$ cat src/logic/adc_seq_pkg.sv
package adc_seq_pkg;

  // bus geometry
  localparam int ADDR_W = 12;
  localparam int DATA_W = 32;

  // register indexes and byte addresses (byte address is four times the index)
  localparam logic [7:0] IDX_RESULT = 8'h70;
  localparam logic [7:0] IDX_CONTROL = 8'h71;
  localparam logic [7:0] IDX_EVENT_STATUS = 8'h72;
  localparam logic [7:0] IDX_EVENT_MASK = 8'h73;
  localparam logic [ADDR_W-1:0] ADDR_RESULT = {2'h0, IDX_RESULT, 2'h0};
  localparam logic [ADDR_W-1:0] ADDR_CONTROL = {2'h0, IDX_CONTROL, 2'h0};
  localparam logic [ADDR_W-1:0] ADDR_EVENT_STATUS = {2'h0, IDX_EVENT_STATUS, 2'h0};
  localparam logic [ADDR_W-1:0] ADDR_EVENT_MASK = {2'h0, IDX_EVENT_MASK, 2'h0};

  // control/status field positions
  localparam int BIT_DONE = 7;
  localparam int BIT_ON = 5;
  localparam int CH_LSB = 0;
  localparam int CH_W = 3;

  // event status field positions
  localparam int EV_DONE = 0;
  localparam int EV_READY = 1;
  localparam int EV_W = 2;

  // reset values
  localparam logic [7:0] RESET_RESULT = 8'h00;
  localparam logic [CH_W-1:0] RESET_CHANNEL = 3'h0;
  localparam logic [EV_W-1:0] RESET_EVENTS = 2'h0;

  // bus responses
  localparam logic [1:0] RESP_OKAY = 2'h0;
  localparam logic [1:0] RESP_SLVERR = 2'h2;

  // timing
  localparam int CLK_PERIOD_PS = 8000;
  localparam int STAB_TIME_PS = 30000000;
  localparam int STAB_CYCLES = (STAB_TIME_PS + CLK_PERIOD_PS - 1) / CLK_PERIOD_PS;
  localparam int CONV_CYCLES = 64;
  localparam int SAMPLE_HALF_CYCLES = 63;
  localparam int SAMPLE_CYCLES = (SAMPLE_HALF_CYCLES + 1) / 2;
  localparam int RES_W = 8;
  localparam int BIT_CYCLES = (CONV_CYCLES - SAMPLE_CYCLES) / RES_W;

  typedef enum logic [1:0] {
    ST_OFF = 2'b00,
    ST_STABILISE = 2'b01,
    ST_CONVERT = 2'b10
  } seq_state_type;

endpackage

$ cat src/logic/adc_sequencer_control.sv
`timescale 1ns/1ps
`default_nettype none
module adc_sequencer_control
  import adc_seq_pkg::*;
#(
  parameter int STAB_COUNT = STAB_CYCLES
)
(
  input wire logic aclk,
  input wire logic aresetn,
  input wire logic [ADDR_W-1:0] s_axi_awaddr,
  input wire logic s_axi_awvalid,
  output logic s_axi_awready,
  input wire logic [DATA_W-1:0] s_axi_wdata,
  input wire logic [3:0] s_axi_wstrb,
  input wire logic s_axi_wvalid,
  output logic s_axi_wready,
  output logic [1:0] s_axi_bresp,
  output logic s_axi_bvalid,
  input wire logic s_axi_bready,
  input wire logic [ADDR_W-1:0] s_axi_araddr,
  input wire logic s_axi_arvalid,
  output logic s_axi_arready,
  output logic [DATA_W-1:0] s_axi_rdata,
  output logic [1:0] s_axi_rresp,
  output logic s_axi_rvalid,
  input wire logic s_axi_rready,
  input wire logic halt_mode,
  input wire logic compare_high,
  output logic [CH_W-1:0] channel_select,
  output logic converter_power,
  output logic sample_hold,
  output logic [RES_W-1:0] trial_code,
  output logic irq
);

  logic aw_held_q;
  logic [ADDR_W-1:0] aw_addr_q;
  logic w_held_q;
  logic [DATA_W-1:0] w_data_q;
  logic [3:0] w_strb_q;
  logic bvalid_q;
  logic [1:0] bresp_q;
  logic rvalid_q;
  logic [DATA_W-1:0] rdata_q;
  logic [1:0] rresp_q;
  logic wr_fire;
  logic rd_fire;
  logic wr_control;
  logic wr_mask;
  logic wr_known;
  logic rd_result;
  logic rd_status;
  logic [DATA_W-1:0] rd_mux;
  logic rd_known;

  logic converter_on_q;
  logic [CH_W-1:0] channel_select_q;
  logic conversion_done_flag_q;
  logic [RES_W-1:0] conversion_result_q;
  logic [EV_W-1:0] event_status_q;
  logic [EV_W-1:0] event_mask_q;
  logic [7:0] control_view;

  seq_state_type state_q;
  logic [15:0] stab_cnt_q;
  logic enable;
  logic start_q;
  logic stab_done;
  logic abort;

  logic cmp_meta_q;
  logic cmp_sync_q;

  logic sar_done;
  logic [RES_W-1:0] sar_result;

  ////////////////////////////////////////////////////////////////
  // write channel
  assign s_axi_awready = !aw_held_q && !bvalid_q;
  assign s_axi_wready = !w_held_q && !bvalid_q;
  assign wr_fire = aw_held_q && w_held_q && !bvalid_q;

  always_ff @(posedge aclk) begin
    if (!aresetn) begin
      aw_held_q <= 1'b0;
      aw_addr_q <= '0;
    end else if (s_axi_awvalid && s_axi_awready) begin
      aw_held_q <= 1'b1;
      aw_addr_q <= s_axi_awaddr;
    end else if (wr_fire) begin
      aw_held_q <= 1'b0;
    end
  end

  always_ff @(posedge aclk) begin
    if (!aresetn) begin
      w_held_q <= 1'b0;
      w_data_q <= '0;
      w_strb_q <= 4'h0;
    end else if (s_axi_wvalid && s_axi_wready) begin
      w_held_q <= 1'b1;
      w_data_q <= s_axi_wdata;
      w_strb_q <= s_axi_wstrb;
    end else if (wr_fire) begin
      w_held_q <= 1'b0;
    end
  end

  // register word aligned decode
  assign wr_known = ({aw_addr_q[ADDR_W-1:2], 2'h0} == ADDR_RESULT)
                 || ({aw_addr_q[ADDR_W-1:2], 2'h0} == ADDR_CONTROL)
                 || ({aw_addr_q[ADDR_W-1:2], 2'h0} == ADDR_EVENT_STATUS)
                 || ({aw_addr_q[ADDR_W-1:2], 2'h0} == ADDR_EVENT_MASK);
  assign wr_control = wr_fire && w_strb_q[0] && {aw_addr_q[ADDR_W-1:2], 2'h0} == ADDR_CONTROL;
  assign wr_mask = wr_fire && w_strb_q[0] && {aw_addr_q[ADDR_W-1:2], 2'h0} == ADDR_EVENT_MASK;

  always_ff @(posedge aclk) begin
    if (!aresetn) begin
      bvalid_q <= 1'b0;
      bresp_q <= RESP_OKAY;
    end else if (wr_fire) begin
      bvalid_q <= 1'b1;
      bresp_q <= wr_known ? RESP_OKAY : RESP_SLVERR;
    end else if (s_axi_bready) begin
      bvalid_q <= 1'b0;
    end
  end

  assign s_axi_bvalid = bvalid_q;
  assign s_axi_bresp = bresp_q;

  ////////////////////////////////////////////////////////////////
  // read channel
  assign s_axi_arready = !rvalid_q;
  assign rd_fire = s_axi_arvalid && s_axi_arready;
  assign rd_result = rd_fire && {s_axi_araddr[ADDR_W-1:2], 2'h0} == ADDR_RESULT;
  assign rd_status = rd_fire && {s_axi_araddr[ADDR_W-1:2], 2'h0} == ADDR_EVENT_STATUS;

  // bits 6, 4, 3 read zero whatever software wrote
  always_comb begin
    control_view = 8'h00;
    control_view[BIT_DONE] = conversion_done_flag_q;
    control_view[BIT_ON] = converter_on_q;
    control_view[CH_LSB +: CH_W] = channel_select_q;
  end

  always_comb begin
    rd_mux = '0;
    rd_known = 1'b1;
    unique case ({s_axi_araddr[ADDR_W-1:2], 2'h0})
      ADDR_RESULT: begin
        rd_mux[RES_W-1:0] = conversion_result_q;
      end
      ADDR_CONTROL: begin
        rd_mux[7:0] = control_view;
      end
      ADDR_EVENT_STATUS: begin
        rd_mux[EV_W-1:0] = event_status_q;
      end
      ADDR_EVENT_MASK: begin
        rd_mux[EV_W-1:0] = event_mask_q;
      end
      default: begin
        rd_known = 1'b0;
      end
    endcase
  end

  always_ff @(posedge aclk) begin
    if (!aresetn) begin
      rvalid_q <= 1'b0;
      rdata_q <= '0;
      rresp_q <= RESP_OKAY;
    end else if (rd_fire) begin
      rvalid_q <= 1'b1;
      rdata_q <= rd_mux;
      rresp_q <= rd_known ? RESP_OKAY : RESP_SLVERR;
    end else if (s_axi_rready) begin
      rvalid_q <= 1'b0;
    end
  end

  assign s_axi_rvalid = rvalid_q;
  assign s_axi_rdata = rdata_q;
  assign s_axi_rresp = rresp_q;

  ////////////////////////////////////////////////////////////////
  // control register
  always_ff @(posedge aclk) begin
    if (!aresetn) begin
      converter_on_q <= 1'b0;
      channel_select_q <= RESET_CHANNEL;
    end else if (wr_control) begin
      converter_on_q <= w_data_q[BIT_ON];
      channel_select_q <= w_data_q[CH_LSB +: CH_W];
    end
  end

  assign channel_select = channel_select_q;

  // done flag: a finishing conversion wins over a clear in the same cycle
  always_ff @(posedge aclk) begin
    if (!aresetn) begin
      conversion_done_flag_q <= 1'b0;
    end else if (sar_done) begin
      conversion_done_flag_q <= 1'b1;
    end else if (wr_control || rd_result) begin
      conversion_done_flag_q <= 1'b0;
    end
  end

  always_ff @(posedge aclk) begin
    if (!aresetn) begin
      conversion_result_q <= RESET_RESULT;
    end else if (sar_done) begin
      conversion_result_q <= sar_result;
    end
  end

  ////////////////////////////////////////////////////////////////
  // event status, mask and interrupt
  always_ff @(posedge aclk) begin
    if (!aresetn) begin
      event_status_q <= RESET_EVENTS;
    end else begin
      event_status_q[EV_DONE] <= sar_done || (event_status_q[EV_DONE] && !rd_status);
      event_status_q[EV_READY] <= stab_done || (event_status_q[EV_READY] && !rd_status);
    end
  end

  always_ff @(posedge aclk) begin
    if (!aresetn) begin
      event_mask_q <= RESET_EVENTS;
    end else if (wr_mask) begin
      event_mask_q <= w_data_q[EV_W-1:0];
    end
  end

  // mask resets closed, so the converter alone raises no interrupt
  assign irq = |(event_status_q & event_mask_q);

  ////////////////////////////////////////////////////////////////
  // comparator synchroniser
  always_ff @(posedge aclk) begin
    if (!aresetn) begin
      cmp_meta_q <= 1'b0;
      cmp_sync_q <= 1'b0;
    end else begin
      cmp_meta_q <= compare_high;
      cmp_sync_q <= cmp_meta_q;
    end
  end

  ////////////////////////////////////////////////////////////////
  // power and conversion sequencer
  // halt powers down; the wait state has no path in here at all
  assign enable = converter_on_q && !halt_mode;
  assign stab_done = state_q == ST_STABILISE && enable && stab_cnt_q == 16'(STAB_COUNT - 1);
  assign abort = state_q != ST_CONVERT || !enable || wr_control;

  always_ff @(posedge aclk) begin
    if (!aresetn) begin
      state_q <= ST_OFF;
      stab_cnt_q <= 16'h0000;
    end else if (!enable) begin
      state_q <= ST_OFF;
      stab_cnt_q <= 16'h0000;
    end else begin
      unique case (state_q)
        ST_OFF: begin
          state_q <= ST_STABILISE;
          stab_cnt_q <= 16'h0000;
        end
        ST_STABILISE: begin
          stab_cnt_q <= stab_cnt_q + 16'h0001;
          if (stab_done) begin
            state_q <= ST_CONVERT;
          end
        end
        ST_CONVERT: begin
          state_q <= ST_CONVERT;
        end
        default: begin
          state_q <= ST_OFF;
        end
      endcase
    end
  end

  // start on entry, after every result, and on a control write while converting
  always_ff @(posedge aclk) begin
    if (!aresetn) begin
      start_q <= 1'b0;
    end else begin
      start_q <= enable && (stab_done
                 || (state_q == ST_CONVERT && (sar_done || wr_control)));
    end
  end

  assign converter_power = state_q != ST_OFF;

  sar_engine u_sar (
    .aclk(aclk),
    .aresetn(aresetn),
    .start(start_q),
    .abort(abort),
    .compare_high(cmp_sync_q),
    .sample_hold(sample_hold),
    .trial_code(trial_code),
    .done(sar_done),
    .result(sar_result)
  );

endmodule // adc_sequencer_control
`default_nettype wire

$ cat src/logic/sar_engine.sv
`timescale 1ns/1ps
`default_nettype none
module sar_engine
  import adc_seq_pkg::*;
(
  input wire logic aclk,
  input wire logic aresetn,
  input wire logic start,
  input wire logic abort,
  input wire logic compare_high,
  output logic sample_hold,
  output logic [RES_W-1:0] trial_code,
  output logic done,
  output logic [RES_W-1:0] result
);

  logic busy_q;
  logic [5:0] cycle_q;
  logic [RES_W-1:0] code_q;
  logic [RES_W-1:0] result_q;
  logic done_q;
  logic [5:0] bit_phase;
  logic [2:0] bit_idx;
  logic [RES_W-1:0] bit_mask;
  logic [RES_W-1:0] decided;

  ////////////////////////////////////////////////////////////////
  // phase decode
  assign bit_phase = cycle_q - 6'(SAMPLE_CYCLES);
  assign bit_idx = 3'(bit_phase >> 2);
  assign bit_mask = 8'h80 >> bit_idx;
  // keep the trial bit only while input is at or above the trial level
  assign decided = compare_high ? code_q : (code_q & ~bit_mask);

  ////////////////////////////////////////////////////////////////
  // cycle counter
  always_ff @(posedge aclk) begin
    if (!aresetn || abort) begin
      busy_q <= 1'b0;
      cycle_q <= 6'h00;
    end else if (start) begin
      busy_q <= 1'b1;
      cycle_q <= 6'h00;
    end else if (busy_q) begin
      cycle_q <= cycle_q + 6'h01;
      if (cycle_q == 6'(CONV_CYCLES - 1)) begin
        busy_q <= 1'b0;
      end
    end
  end

  ////////////////////////////////////////////////////////////////
  // successive approximation
  always_ff @(posedge aclk) begin
    if (!aresetn || abort || start) begin
      code_q <= 8'h00;
    end else if (busy_q && cycle_q >= 6'(SAMPLE_CYCLES)) begin
      if (bit_phase[1:0] == 2'h0) begin
        code_q <= code_q | bit_mask;
      end else if (bit_phase[1:0] == 2'(BIT_CYCLES - 1)) begin
        code_q <= decided;
      end
    end
  end

  always_ff @(posedge aclk) begin
    if (!aresetn) begin
      done_q <= 1'b0;
      result_q <= RESET_RESULT;
    end else begin
      done_q <= busy_q && !abort && !start && cycle_q == 6'(CONV_CYCLES - 1);
      if (busy_q && !abort && !start && cycle_q == 6'(CONV_CYCLES - 1)) begin
        result_q <= decided;
      end
    end
  end

  assign sample_hold = busy_q && cycle_q < 6'(SAMPLE_CYCLES);
  assign trial_code = code_q;
  assign done = done_q;
  assign result = result_q;

endmodule // sar_engine
`default_nettype wire

$ cat config.mk
export PLATFORM = sky130hd
export DESIGN_NAME = adc_sequencer_control
export DESIGN_NICKNAME = d
export VERILOG_FILES = /design/src/logic/adc_seq_pkg.sv /design/src/logic/adc_sequencer_control.sv /design/src/logic/sar_engine.sv
export SDC_FILE = /design/constraint.sdc
export NUM_CORES = 1
export LEC_CHECK = 0
export ABC_AREA = 0
export BUFFER_PORTS_ARGS = -buffer_cell sky130_fd_sc_hd__buf_4
export CAP_MARGIN = 20
export CORE_UTILIZATION = 56
export CTS_CLUSTER_DIAMETER = 50
export CTS_CLUSTER_SIZE = 25
export DETAILED_ROUTE_END_ITERATION = 10
export PLACE_DENSITY = 0.91
export SLEW_MARGIN = 20
export SYNTH_ARGS = -nofsm -noshare
export SYNTH_HDL_FRONTEND = slang
export SYNTH_SLANG_ARGS = --single-unit
$ cat constraint.sdc
create_clock -name aclk -period 5.5 [get_ports aclk]
set_clock_uncertainty 0.05 [all_clocks]
set_input_delay 0.55 -clock aclk [delete_from_list [all_inputs] [get_ports aclk]]
set_output_delay 0.55 -clock aclk [all_outputs]
set_load 0.05 [all_outputs]
==> results.ini <==
[sta]
slew_violations = 0
setup_tns_ps = 0
hold_viol_final = 0
setup_viol = 0
timing.final.crit_share = 0.4017
rsz0062_at_grt = no
worstMarginPinSlew_ps = 722.5
max_freq_mhz = 452.6
relSlewSlack = 0.5115
period_minus_slack_ps = 2209

[detailed_routing]
wl_mm = 9.053
drcViolationCount = 0
viasPerCell = 5.508
postRouteAntennaNets = 0
routedWlPerCell_microns = 14.28
vias = 3492
drt-pass1-iter-count = 4
drt-initial-drc-count = 147

[clocking]
cts_htree_levels = 3
root_buffer = clkbuf_8
numCtsBuffers = 9
cts_setup_buffers = 0
cts_buffer_depth = 2
insertion_delay_ps = 360
ctsResizeCount = 0
cts.sinks = 91
cts_tree = built
postCtsHoldBufs = 0
clk_pin_slew_ps = 100

[yosys]
netlist_area_sq_um = 4309
yosysMostFrequentCell = dfxtp_1
synth.avg_cell_area_sq_um = 8.922
yosysTopAreaCellShare = 0.4228
synthArstFlopShare = 0
synth_edf_count = 0
synth_cells = 483
yosysTopAreaCell = dfxtp_1
synth_ff_type = dfxtp_1
ys_warn_count = 0
ys_ff_latch = 91
synth_common_cells = 91 x dfxtp_1, 60 x nand2_1, 36 x nor2_1
synth_seq_area_share = 0.4228
yosys.cell_types.count = 59
synthTopCellsByArea = dfxtp_1 42%, mux2i_1 7.2%, nand2_1 5.2%

[setup_path]
cp_slowest_cell = or4_4
path_class = reg -> reg
r2r-start = aw_addr_q[11]$_SDFFE_PN0P_
crit_fanout = 14
cp_top_family = simple AND/OR/NAND/NOR gates
max_stage_delay_ps = 580
cp-end-kind = register
cp.required_ps = 5670
cp-startpoint = aw_addr_q[11]$_SDFFE_PN0P_
path_cells = or4_4 > nor4_4 > or3_1 > nor2_1
crit_buf_inv = 0
start_kind = register
crit_arrival_ps = 2380

[placed_design]
dp.cells = 618
hpwl_mm = 6.384
port_buffers = 62
gp_congestion = 0.8601

[hold_path]
hp-class = in -> reg
min_from = compare_high

[floorplanning]
core_sq_um = 7331
chipWidth_microns = 89.72
die-area_sq_um = 8050
io_pins = 124
start_util = 0.5878
core.rowCount = 31
die_h_microns = 89.72

[outcome]
run_status = complete, no violations

[power_and_ir_drop]
p_per_area_nw_per_um2 = 251.7
ir_worst_vdd_v = 0.0001692
leakagePower_nw = 1.852

[grt]
grt_start_max_net_pins = 70
grt_overflow = 0
use_met3 = 0.03469
grtUsageMet1 = 0.2890
gr-usage-all-layers = 0.2286
antenna_found_initial = 0
grt_pass1_vias = 3287
grt_pass1_wl_mm = 15.26
gr-usage-met2 = 0.3917
busiest_layer = met2

[run]
drv_cap = 0

[final_layout]
area_growth_pct = 13.15
stdcell_count = 634
drive_gt1_frac = 0.1720
fill_cells = 560
nets = 606
n_antenna_cell = 0

## metal layers
metal  wire length [microns]  share of wire
met1                    3953           0.44
met5                       0              0
met3                     427          0.047
met2                    4517           0.50
met4                     155          0.017
## stage by stage
step | power (mW) | util | worst slack [ps] | instance area [sq um] | hold WS, ps
final | 1.227 | 0.6651 | 3291 | 4876 | 358.0
after global routing | 1.272 | 0.6651 | 3156 | 4876 | 360.7
after CTS | 1.231 | 0.6651 | 3304 | 4876 | 349.0
after detailed placement | 0.8178 | 0.6399 | 2949 | 4691 | 376.2
after global placement | 0.8149 | 0.6399 | 2993 | 4691 | 373.2
after floorplan | 0.7994 | - | 3330 | 4403 | 361.9
## layout by cell type (no fill, tap or decap), drive strengths merged, types with 4 or more instances in the layout
cell | synthesis | layout
a22oi | 5 | 5
inv | 12 | 14
conb | 1 | 26
nor2 | 36 | 36
ha | 7 | 7
nor4 | 6 | 6
a21oi | 15 | 15
nand3b | 7 | 7
o21ai | 14 | 14
clkbuf | 22 | 10
buf | 29 | 62
nand2b | 8 | 8
nand2 | 61 | 61
or4 | 4 | 4
dfxtp | 91 | 91
xnor2 | 5 | 5
nor2b | 27 | 27
o31ai | 4 | 4
a21boi | 13 | 13
nand3 | 19 | 19
xor2 | 4 | 4
nand4 | 9 | 9
and2 | 6 | 6
mux2i | 31 | 31
nor3 | 7 | 7
## layout make-up
type                    count  area (sq um)  area share
multi-input cells         354          2235      0.4583
flip-flops and latches     91          1822      0.3736
clock inverters             6         47.55    0.009751
repair buffers             62         465.4     0.09546
well taps                  99         123.9     0.02540
inverters                  12         45.04    0.009238
clock buffers              10         137.6     0.02823
## logic make-up after synthesis
group / share of synthesized area
AO/OA/AOI/OAI: 0.1127
XOR/XNOR: 0.01829
other: 0.0008702
AND/OR/NAND/NOR: 0.2544
multiplexers: 0.09030
buffers and inverters: 0.08043
adder cells (fa/ha/maj): 0.02032
flip-flops: 0.4228
## report_power, final
group | internal, mW | leakage, nW | total, mW | switching, mW
clock network | 0.181 | 0.0933 | 0.424 | 0.243
registers | 0.670 | 0.737 | 0.678 | 0.00793
logic | 0.0389 | 1.02 | 0.125 | 0.0864
total | 0.890 | 1.85 | 1.23 | 0.338
## final timing paths
check	end	slack, ps	cells past startpoint
max	u_sar.cycle_q[0]$_SDFFE_PP0P_	3290	4
min reg2reg	cmp_sync_q$_SDFF_PN0_	400	1
min	cmp_meta_q$_SDFF_PN0_	360	2
max reg2reg	u_sar.cycle_q[0]$_SDFFE_PP0P_	3290	4
## worst reg2reg max path: stages (launching register included)
cell and delay, ps:
dfxtp_1 330, or4_4 580, nor4_4 510, or3_1 510, nor2_1 100
## flip-flops by register name, indices dropped and copies added (netlist names), 3 cells and up
name                 cells
aw_addr_q               10
channel_select           3
u_sar.result             8
u_sar.cycle_q            6
conversion_result_q      8
u_sar.trial_code         8
s_axi_rdata              8
w_data_q                 4
stab_cnt_q              16
(Power assumes the default switching activity.)
